`src/rtl/motor_run_params.svh`:
```
// Offsets, field positions, reset values and timing counts for run control
`ifndef MOTOR_RUN_PARAMS_SVH
`define MOTOR_RUN_PARAMS_SVH

`define RUN_CTRL_REG        5'h1f
`define RUN_BIT             0
`define DIR_BIT             1
`define BRAKE_BIT           2
`define RESTART_SEL_BIT     3
`define SETTING_W           10
`define FAULT_LSB           10
`define RUN_CTRL_RESET      10'h000
`define REG_COUNT           32
`define RESTART_DELAY_NS    1000
`define CLK_PERIOD_NS       8
`define RESTART_DELAY_CYC   ((`RESTART_DELAY_NS) / (`CLK_PERIOD_NS))
`define STARTUP_BRAKE_NS    800
`define STARTUP_BRAKE_CYC   ((`STARTUP_BRAKE_NS + `CLK_PERIOD_NS - 1) / `CLK_PERIOD_NS)

`endif

```
`src/rtl/motor_run_pkg.sv`:
```
// Types shared by the run control logic
package motor_run_pkg;

  typedef struct packed {
    logic general_fault_flag;
    logic logic_undervoltage_flag;
    logic memory_error_flag;
    logic watchdog_expired_flag;
    logic soft_overcurrent_flag;
    logic nv_write_limit_flag;
  } fault_flags_t;

  typedef struct packed {
    logic sync_lost;
    logic soft_overcurrent_trip;
    logic hard_overcurrent_trip;
  } trip_events_t;

  typedef struct packed {
    logic high_on;
    logic low_on;
  } bridge_ctrl_t;

  typedef enum logic [4:0] {
    st_idle    = 5'b00001,
    st_startup = 5'b00010,
    st_drive   = 5'b00100,
    st_brake   = 5'b01000,
    st_coast   = 5'b10000
  } run_state_t;

endpackage

```
`src/rtl/motor_run_ctrl.sv`:
```
// Run, brake, direction and restart control of the motor driver
`timescale 1ns/1ns
`include "motor_run_params.svh"
module motor_run_ctrl
  import motor_run_pkg::*;
(
  input  wire logic             ref_clk,      // 125 MHz clock
  input  wire logic             rst_n,        // Async reset, active low
  input  wire logic             wr_en,        // Register write strobe
  input  wire logic [4:0]       wr_addr,      // Register number to write
  input  wire logic [15:0]      wr_data,      // Write word
  input  wire logic             rd_en,        // Register read strobe
  input  wire logic [4:0]       rd_addr,      // Register number to read
  input  wire logic             dir_pin,      // Direction pin level
  input  wire trip_events_t     trips,        // Detected trip events
  input  wire fault_flags_t     faults,       // Live critical fault flags
  output logic [15:0]           rd_data,      // Read word
  output logic                  rd_valid,     // Read data valid pulse
  output bridge_ctrl_t [2:0]    bridge,       // Per-phase switch enables
  output logic                  excite,       // Excitation active
  output logic                  dir_reverse,  // Effective direction reverse
  output logic                  braking,      // Braking active
  output logic                  restarting    // Restart in progress
);

  // ----------------------------------------------------------------
  // Register file
  // ----------------------------------------------------------------
  logic [`SETTING_W-1:0] run_ctrl;
  logic [`SETTING_W-1:0] next_run_ctrl;
  logic [`SETTING_W-1:0] settings [`REG_COUNT];
  logic [`SETTING_W-1:0] next_settings [`REG_COUNT];
  logic [15:0]           rd_word;

  always_comb begin
    next_run_ctrl = run_ctrl;
    next_settings = settings;
    if (wr_en) begin
      // Only the low field is stored; fault bits are status only
      if (wr_addr == `RUN_CTRL_REG) begin
        next_run_ctrl = wr_data[`SETTING_W-1:0];
      end else begin
        next_settings[wr_addr] = wr_data[`SETTING_W-1:0];
      end
    end
  end

  always_ff @(posedge ref_clk or negedge rst_n) begin
    if (!rst_n) begin
      run_ctrl <= `RUN_CTRL_RESET;
      for (int i = 0; i < `REG_COUNT; i++) begin
        settings[i] <= `RUN_CTRL_RESET;
      end
    end else begin
      run_ctrl <= next_run_ctrl;
      settings <= next_settings;
    end
  end

  reg_readback u_readback (
    .rd_addr        (rd_addr),
    .run_ctrl       (run_ctrl),
    .other_settings (settings),
    .faults         (faults),
    .rd_data        (rd_word)
  );

  logic [15:0] next_rd_data;
  logic        next_rd_valid;

  always_comb begin
    next_rd_data  = rd_en ? rd_word : rd_data;
    next_rd_valid = rd_en;
  end

  always_ff @(posedge ref_clk or negedge rst_n) begin
    if (!rst_n) begin
      rd_data  <= 16'h0000;
      rd_valid <= 1'b0;
    end else begin
      rd_data  <= next_rd_data;
      rd_valid <= next_rd_valid;
    end
  end

  // ----------------------------------------------------------------
  // Run state machine
  // ----------------------------------------------------------------
  logic run_bit;
  logic brake_request;
  logic restart_select;
  logic any_trip;

  assign run_bit        = run_ctrl[`RUN_BIT];
  assign brake_request  = run_ctrl[`BRAKE_BIT];
  assign restart_select = run_ctrl[`RESTART_SEL_BIT];
  assign any_trip       = trips.sync_lost | trips.soft_overcurrent_trip
                        | trips.hard_overcurrent_trip;

  run_state_t  state;
  run_state_t  next_state;
  logic [15:0] timer;
  logic [15:0] next_timer;
  logic        restart_pend;
  logic        next_restart_pend;

  always_comb begin
    next_state        = state;
    next_timer        = (timer != 16'h0000) ? timer - 16'h0001 : timer;
    next_restart_pend = restart_pend;
    case (state)
      st_idle: begin
        if (run_bit) begin
          next_state = st_startup;
          next_timer = 16'(`STARTUP_BRAKE_CYC);
        end
      end
      st_startup: begin
        // Alignment braking ignores the brake bit
        if (!run_bit) begin
          next_state = st_idle;
        end else if (timer == 16'h0000) begin
          next_state        = st_drive;
          next_restart_pend = 1'b0;
        end
      end
      st_drive: begin
        if (!run_bit) begin
          next_state = st_idle;
        end else if (brake_request) begin
          next_state = st_brake;
        end else if (any_trip) begin
          next_state = st_coast;
          // Sync loss without restart select coasts for good
          if (restart_select) begin
            next_restart_pend = 1'b1;
            next_timer        = 16'(`RESTART_DELAY_CYC);
          end else begin
            next_restart_pend = 1'b0;
          end
        end
      end
      st_brake: begin
        if (!run_bit) begin
          next_state = st_idle;
        end else if (!brake_request) begin
          next_state = st_drive;
        end
      end
      st_coast: begin
        if (!run_bit) begin
          next_state        = st_idle;
          next_restart_pend = 1'b0;
        end else if (restart_pend && restart_select && !brake_request
                     && timer == 16'h0000) begin
          next_state = st_startup;
          next_timer = 16'(`STARTUP_BRAKE_CYC);
        end
      end
      default: begin
        next_state = st_idle;
      end
    endcase
  end

  always_ff @(posedge ref_clk or negedge rst_n) begin
    if (!rst_n) begin
      state        <= st_idle;
      timer        <= 16'h0000;
      restart_pend <= 1'b0;
    end else begin
      state        <= next_state;
      timer        <= next_timer;
      restart_pend <= next_restart_pend;
    end
  end

  // ----------------------------------------------------------------
  // Outputs
  // ----------------------------------------------------------------
  bridge_ctrl_t [2:0] next_bridge;
  logic               next_excite;
  logic               next_dir_reverse;
  logic               next_braking;
  logic               next_restarting;

  always_comb begin
    next_excite      = (next_state == st_drive);
    next_braking     = (next_state == st_brake)
                     || (next_state == st_startup);
    next_dir_reverse = run_ctrl[`DIR_BIT] ^ dir_pin;
    next_restarting  = next_restart_pend;
    for (int p = 0; p < 3; p++) begin
      next_bridge[p].high_on = 1'b0;
      next_bridge[p].low_on  = next_braking;
    end
  end

  always_ff @(posedge ref_clk or negedge rst_n) begin
    if (!rst_n) begin
      bridge      <= '0;
      excite      <= 1'b0;
      dir_reverse <= 1'b0;
      braking     <= 1'b0;
      restarting  <= 1'b0;
    end else begin
      bridge      <= next_bridge;
      excite      <= next_excite;
      dir_reverse <= next_dir_reverse;
      braking     <= next_braking;
      restarting  <= next_restarting;
    end
  end

endmodule // motor_run_ctrl

```
`src/rtl/reg_readback.sv`:
```
// Register read mux that places the shared fault field above each setting
`timescale 1ns/1ns
`include "motor_run_params.svh"
module reg_readback
  import motor_run_pkg::*;
(
  input  wire logic [4:0]                rd_addr,  // Register number
  input  wire logic [`SETTING_W-1:0]     run_ctrl, // Run control settings
  input  wire logic [`SETTING_W-1:0]     other_settings [`REG_COUNT], // Rest
  input  wire fault_flags_t              faults,   // Live fault flags
  output logic [15:0]                    rd_data   // Composed read word
);
  always_comb begin
    if (rd_addr == `RUN_CTRL_REG) begin
      rd_data = {faults, run_ctrl};
    end else begin
      rd_data = {faults, other_settings[rd_addr]};
    end
  end
endmodule // reg_readback

```
`config.mk`:
```
export PLATFORM = sky130hd
export DESIGN_NAME = motor_run_ctrl
export DESIGN_NICKNAME = d
export VERILOG_FILES = /design/src/rtl/motor_run_pkg.sv /design/src/rtl/motor_run_ctrl.sv /design/src/rtl/reg_readback.sv
export VERILOG_INCLUDE_DIRS = /design/src /design/src/rtl
export SDC_FILE = /design/constraint.sdc
export NUM_CORES = 1
export LEC_CHECK = 0
export ABC_AREA = 1
export BUFFER_PORTS_ARGS = -buffer_cell sky130_fd_sc_hd__buf_2
export CAP_MARGIN = 20
export CELL_PAD_IN_SITES_DETAIL_PLACEMENT = 2
export CELL_PAD_IN_SITES_GLOBAL_PLACEMENT = 2
export CORE_ASPECT_RATIO = 1.1
export CORE_MARGIN = 2
export CORE_UTILIZATION = 37
export DETAILED_ROUTE_END_ITERATION = 8
export PLACE_DENSITY = 0.85
export REMOVE_ABC_BUFFERS = 1
export SETUP_SLACK_MARGIN = 0.2
export SLEW_MARGIN = 15
export SYNTH_ARGS = -nofsm -noshare
export SYNTH_HDL_FRONTEND = slang
export SYNTH_HIERARCHICAL = 1
export SYNTH_SLANG_ARGS = --single-unit
```
`constraint.sdc`:
```
create_clock -name ref_clk -period 2.05 [get_ports ref_clk]
set_input_delay 0.1025 -clock ref_clk [delete_from_list [all_inputs] [get_ports ref_clk]]
set_output_delay 0.1025 -clock ref_clk [all_outputs]
set_load 0.1 [all_outputs]
```
==> Flow_metrics.wiki <==
{| class="wikitable"
! Metric !! Value
|-
| Die H || 230.9 µm
|-
| Signed area change from the synthesized netlist to the final layout || 15.09%
|-
| Total congestion overflow || 0
|-
| CTS HTree Levels || 2
|-
| Critical path startpoint category || flip-flop
|-
| Routed via count || 15620
|-
| Primary FF master, synth || sky130_fd_sc_hd__dfrtp_1
|-
| Outcome || complete, no violations
|-
| Number of global-route vias before repair || 17880
|-
| Syn. warnings || 6
|-
| Starting Density || 37.30%
|-
| Drt first-iter violations || 802
|-
| Number of rows created at floorplan || 83
|-
| Power per Cell Area || 1100 nW/µm²
|-
| Largest net degree at the start of global routing || just under 70
|-
| Clock insertion delay at the later pin of the skew report || 580 ps
|-
| Final Hold Slack || 58.88 ps
|-
| Global-route wire length before repair || 101.5 mm
|-
| Share of async-settable or async-resettable flops after synthesis || 100.0%
|-
| Final estimated routing congestion in global placement || 0.8396
|-
| Crit path kind || flip-flop to flip-flop
|-
| Die footprint || 48540 µm²
|-
| Leakage power summed over all cells || approximately 9.5 nW
|-
| Clock-pin transition on the worst setup and hold timing paths || 60 ps
|-
| Detailed-routing iteration count for the pre-antenna-repair pass || 5
|-
| Number of failing hold endpoints at the final stage || 0
|-
| Path category of the worst min-delay check || primary input to flip-flop
|-
| Number of inserted filler cells in the final layout || 5145
|-
| Detailed-placement wirelength estimate || 38.66 mm
|-
| Residual antenna-violating net count after detailed routing || 0
|-
| Post-layout min period || roughly 1700 ps
|-
| Clock tree from TritonCTS || built
|-
| Summed area of non-filler cells in the final layout || 19930 µm²
|-
| Number of placed I/O pins || 67
|-
| Wire length per cell after detailed routing || 22.12 µm
|-
| Cell count after synthesis || about 2200
|-
| NumNets Final || around 2200
|-
| Max-slew headroom || 47.66%
|-
| Final core occ || 42.93%
|-
| Sequential fraction of the synthesis area || a little over half
|-
| Wirelength, routed || ~62 mm
|-
| Number of flops mapped to enable cells by yosys || 0
|-
| Proportion of layout cells with a drive suffix above 1 || approximately 11%
|-
| TritonCTS Buffers || 43
|-
| Post-synthesis instance area || 17310 µm²
|-
| Minimum setup slack in the final design || slightly above 300 ps
|-
| Standard cell with the maximum stage delay on the critical path || sky130_fd_sc_hd__dfrtp_1
|-
| Maximum vdd ir drop || 0.0005685 V
|-
| Number of distinct library cell variants in the gate-level netlist after synthesis || 32
|-
| Crit path required time || 2480 ps
|-
| Cell at the root of the clock tree || sky130_fd_sc_hd__clkbuf_16
|-
| Total global-route track usage || 26.50%
|-
| Port Buf Inserts || 57
|-
| Critical path arrival || about 2200 ps
|-
| Final clock period utilization by the worst path || 85.29%
|-
| Total cell area at the placement stage || 18310 µm²
|-
| Area of the core region || 46420 µm²
|-
| Total count of max-transition violations in the final report || 0
|-
| Max Clk Rate || between 500 and 600 MHz
|-
| Setup repair after global routing missed its margin || false
|-
| DRC errors left || 0
|-
| Horizontal extent of the die || 210.3 µm
|-
| Number of buffers on the longest clock path || 3
|-
| Slew at the pin closest to its max-slew limit || just under 800 ps
|-
| Critical Path, Cell by Cell || nor2_1 -> nand3_1 -> nor2_2 -> buf_4 -> nand4_1 -> nand2_2 -> a21oi_1
|-
| Top fanout value on the critical path || 4
|-
| # Max-Cap Violations || 0
|-
| Crit end category || flip-flop
|-
| Via density per instance || 5.541
|-
| Place WS || -28.68 ps
|-
| Sinks on the clock net || 372
|-
| Crit path largest cell delay || 420 ps
|-
| Synthesized area per cell || between 7 and 8 µm²
|-
| Final setup fails || 0
|-
| Antenna diode count || 0
|-
| Initial antenna violation count || 0
|-
| Flip-flop and latch count after synthesis || 372
|-
| Worst-case clock skew || about 11 ps
|}
-- layout make-up --
class                           count  area (µm²)  share of cell area [%]
Sequential cell                   372        9310                   46.72
Multi-Input combinational cell   1568        6953                   34.89
Clock buffer                       65        1291                   6.480
Timing Repair Buffer              156        1269                   6.367
Tap cell                          595       744.5                   3.736
Inverter                           50       190.2                  0.9544
Clock inverter                     13       168.9                  0.8477
-- through the flow --
step	setup TNS [ps]	std cells	power, mW
3_3_place_gp	0	2726	13.39
6_report	0	2819	21.91
2_1_floorplan	-2888	1990	12.12
4_1_cts	0	2817	22.07
3_5_place_dp	-28.68	2726	13.84
5_1_grt	0	2819	23.07
-- per-layer routing --
layer  track usage [%]  up-vias  part of all wire, %
li1                  -     7098                    -
met1             33.41     8161                   43
met2             47.09      265                   51
met3             3.877       97                  3.5
met4             7.580        0                  2.4
met5                 0        -                    0
-- cells by family after synthesis --
logic type / after synthesis / synth area share (%)
compound gates: 342 / 9.936
xor+xnor: 2 / 0.1012
fa+ha+maj: 1 / 0.07225
buf+inv: 237 / 6.229
flops: 372 / 53.77
mux: 16 / 1.041
other cells: 1 / 0.02166
simple gates: 1204 / 28.83
-- critical path: cells and delay by family (launching register included) --
kind                   cells  cell delay (ps)
DFF                        1              420
buffers and inverters      1              140
and+or+nand+nor            5              960
AOI/OAI and AO/OA          1               90
-- where the power goes --
group | total, mW | internal [mW] | switching (mW)
clock network | 8.02 | 4.84 | 3.18
registers | 9.61 | 8.72 | 0.889
logic | 4.27 | 1.36 | 2.92
-- synthesized netlist by cell type (2+ instances only) --
library cell	number	area [µm²]
sky130_fd_sc_hd__a21oi_1	61	305.3
sky130_fd_sc_hd__a31oi_1	4	25.02
sky130_fd_sc_hd__buf_1	5	18.77
sky130_fd_sc_hd__buf_2	62	310.3
sky130_fd_sc_hd__buf_4	23	172.7
sky130_fd_sc_hd__buf_6	3	33.78
sky130_fd_sc_hd__clkbuf_1	94	352.8
sky130_fd_sc_hd__dfrtp_1	371	9284
sky130_fd_sc_hd__inv_1	46	172.7
sky130_fd_sc_hd__inv_2	2	7.510
sky130_fd_sc_hd__mux2_2	16	180.2
sky130_fd_sc_hd__nand2_1	760	2853
sky130_fd_sc_hd__nand2_2	2	12.51
sky130_fd_sc_hd__nand3_1	301	1506
sky130_fd_sc_hd__nand3b_1	4	30.03
sky130_fd_sc_hd__nand4_1	10	62.56
sky130_fd_sc_hd__nor2_1	109	409.1
sky130_fd_sc_hd__nor3_1	8	40.04
sky130_fd_sc_hd__nor3_2	3	30.03
sky130_fd_sc_hd__o21ai_0	267	1336
sky130_fd_sc_hd__o21ai_1	8	40.04
sky130_fd_sc_hd__or2_2	5	31.28
sky130_fd_sc_hd__xor2_1	2	17.52
-- placed cells by master (no fill, tap or decap), types with 4 or more instances in the layout --
cell type / instances
sky130_fd_sc_hd__a31oi_1: 4
sky130_fd_sc_hd__buf_12: 16
sky130_fd_sc_hd__or2_2: 5
sky130_fd_sc_hd__clkinv_2: 8
sky130_fd_sc_hd__inv_1: 46
sky130_fd_sc_hd__buf_4: 73
sky130_fd_sc_hd__o21ai_1: 9
sky130_fd_sc_hd__clkbuf_1: 11
sky130_fd_sc_hd__nand3b_1: 4
sky130_fd_sc_hd__nand3_1: 301
sky130_fd_sc_hd__nor2_2: 4
sky130_fd_sc_hd__buf_2: 55
sky130_fd_sc_hd__a21oi_1: 61
sky130_fd_sc_hd__nand2_1: 759
sky130_fd_sc_hd__dfrtp_1: 371
sky130_fd_sc_hd__clkbuf_16: 45
sky130_fd_sc_hd__o21ai_0: 266
sky130_fd_sc_hd__nand4_1: 10
sky130_fd_sc_hd__dlygate4sd3_1: 11
sky130_fd_sc_hd__bufinv_16: 4
sky130_fd_sc_hd__mux2_2: 16
sky130_fd_sc_hd__clkbuf_8: 9
sky130_fd_sc_hd__nor2_1: 105
sky130_fd_sc_hd__nor3_1: 8
-- worst paths after layout --
path	startpoint	to	slack [ps]	cells past startpoint
min in group asynchronous	rst_n	settings[259]	100	2
max in group asynchronous	rst_n	settings[197]	1130	3
setup reg to reg	timer[3]	timer[4]	300	7
hold reg to reg	settings[1]	settings[1]	380	0
setup / recovery	timer[3]	timer[4]	300	7
hold / removal	trips[2]	state[4]	60	5
-- state kept, by name, summed over array words and instances, names as in the netlist --
name and cells:
braking 1, dir_reverse 1, excite 1, rd_data 16
rd_valid 1, restarting 1, run_ctrl 10, settings 320
state 5, timer 16
-- timing repair --
| action | CTS | global route |
|---|---|---|
| resized for setup | 0 | 8 |
| setup endpoints to repair | 2 | 18 |
| endpoints found under the hold margin | 213 | 0 |
| pin swaps | 0 | 1 |
| hold buffers | 11 | 0 |
| setup buffers | 2 | 2 |
No activity file was read; power rests on OpenSTA's default activity.
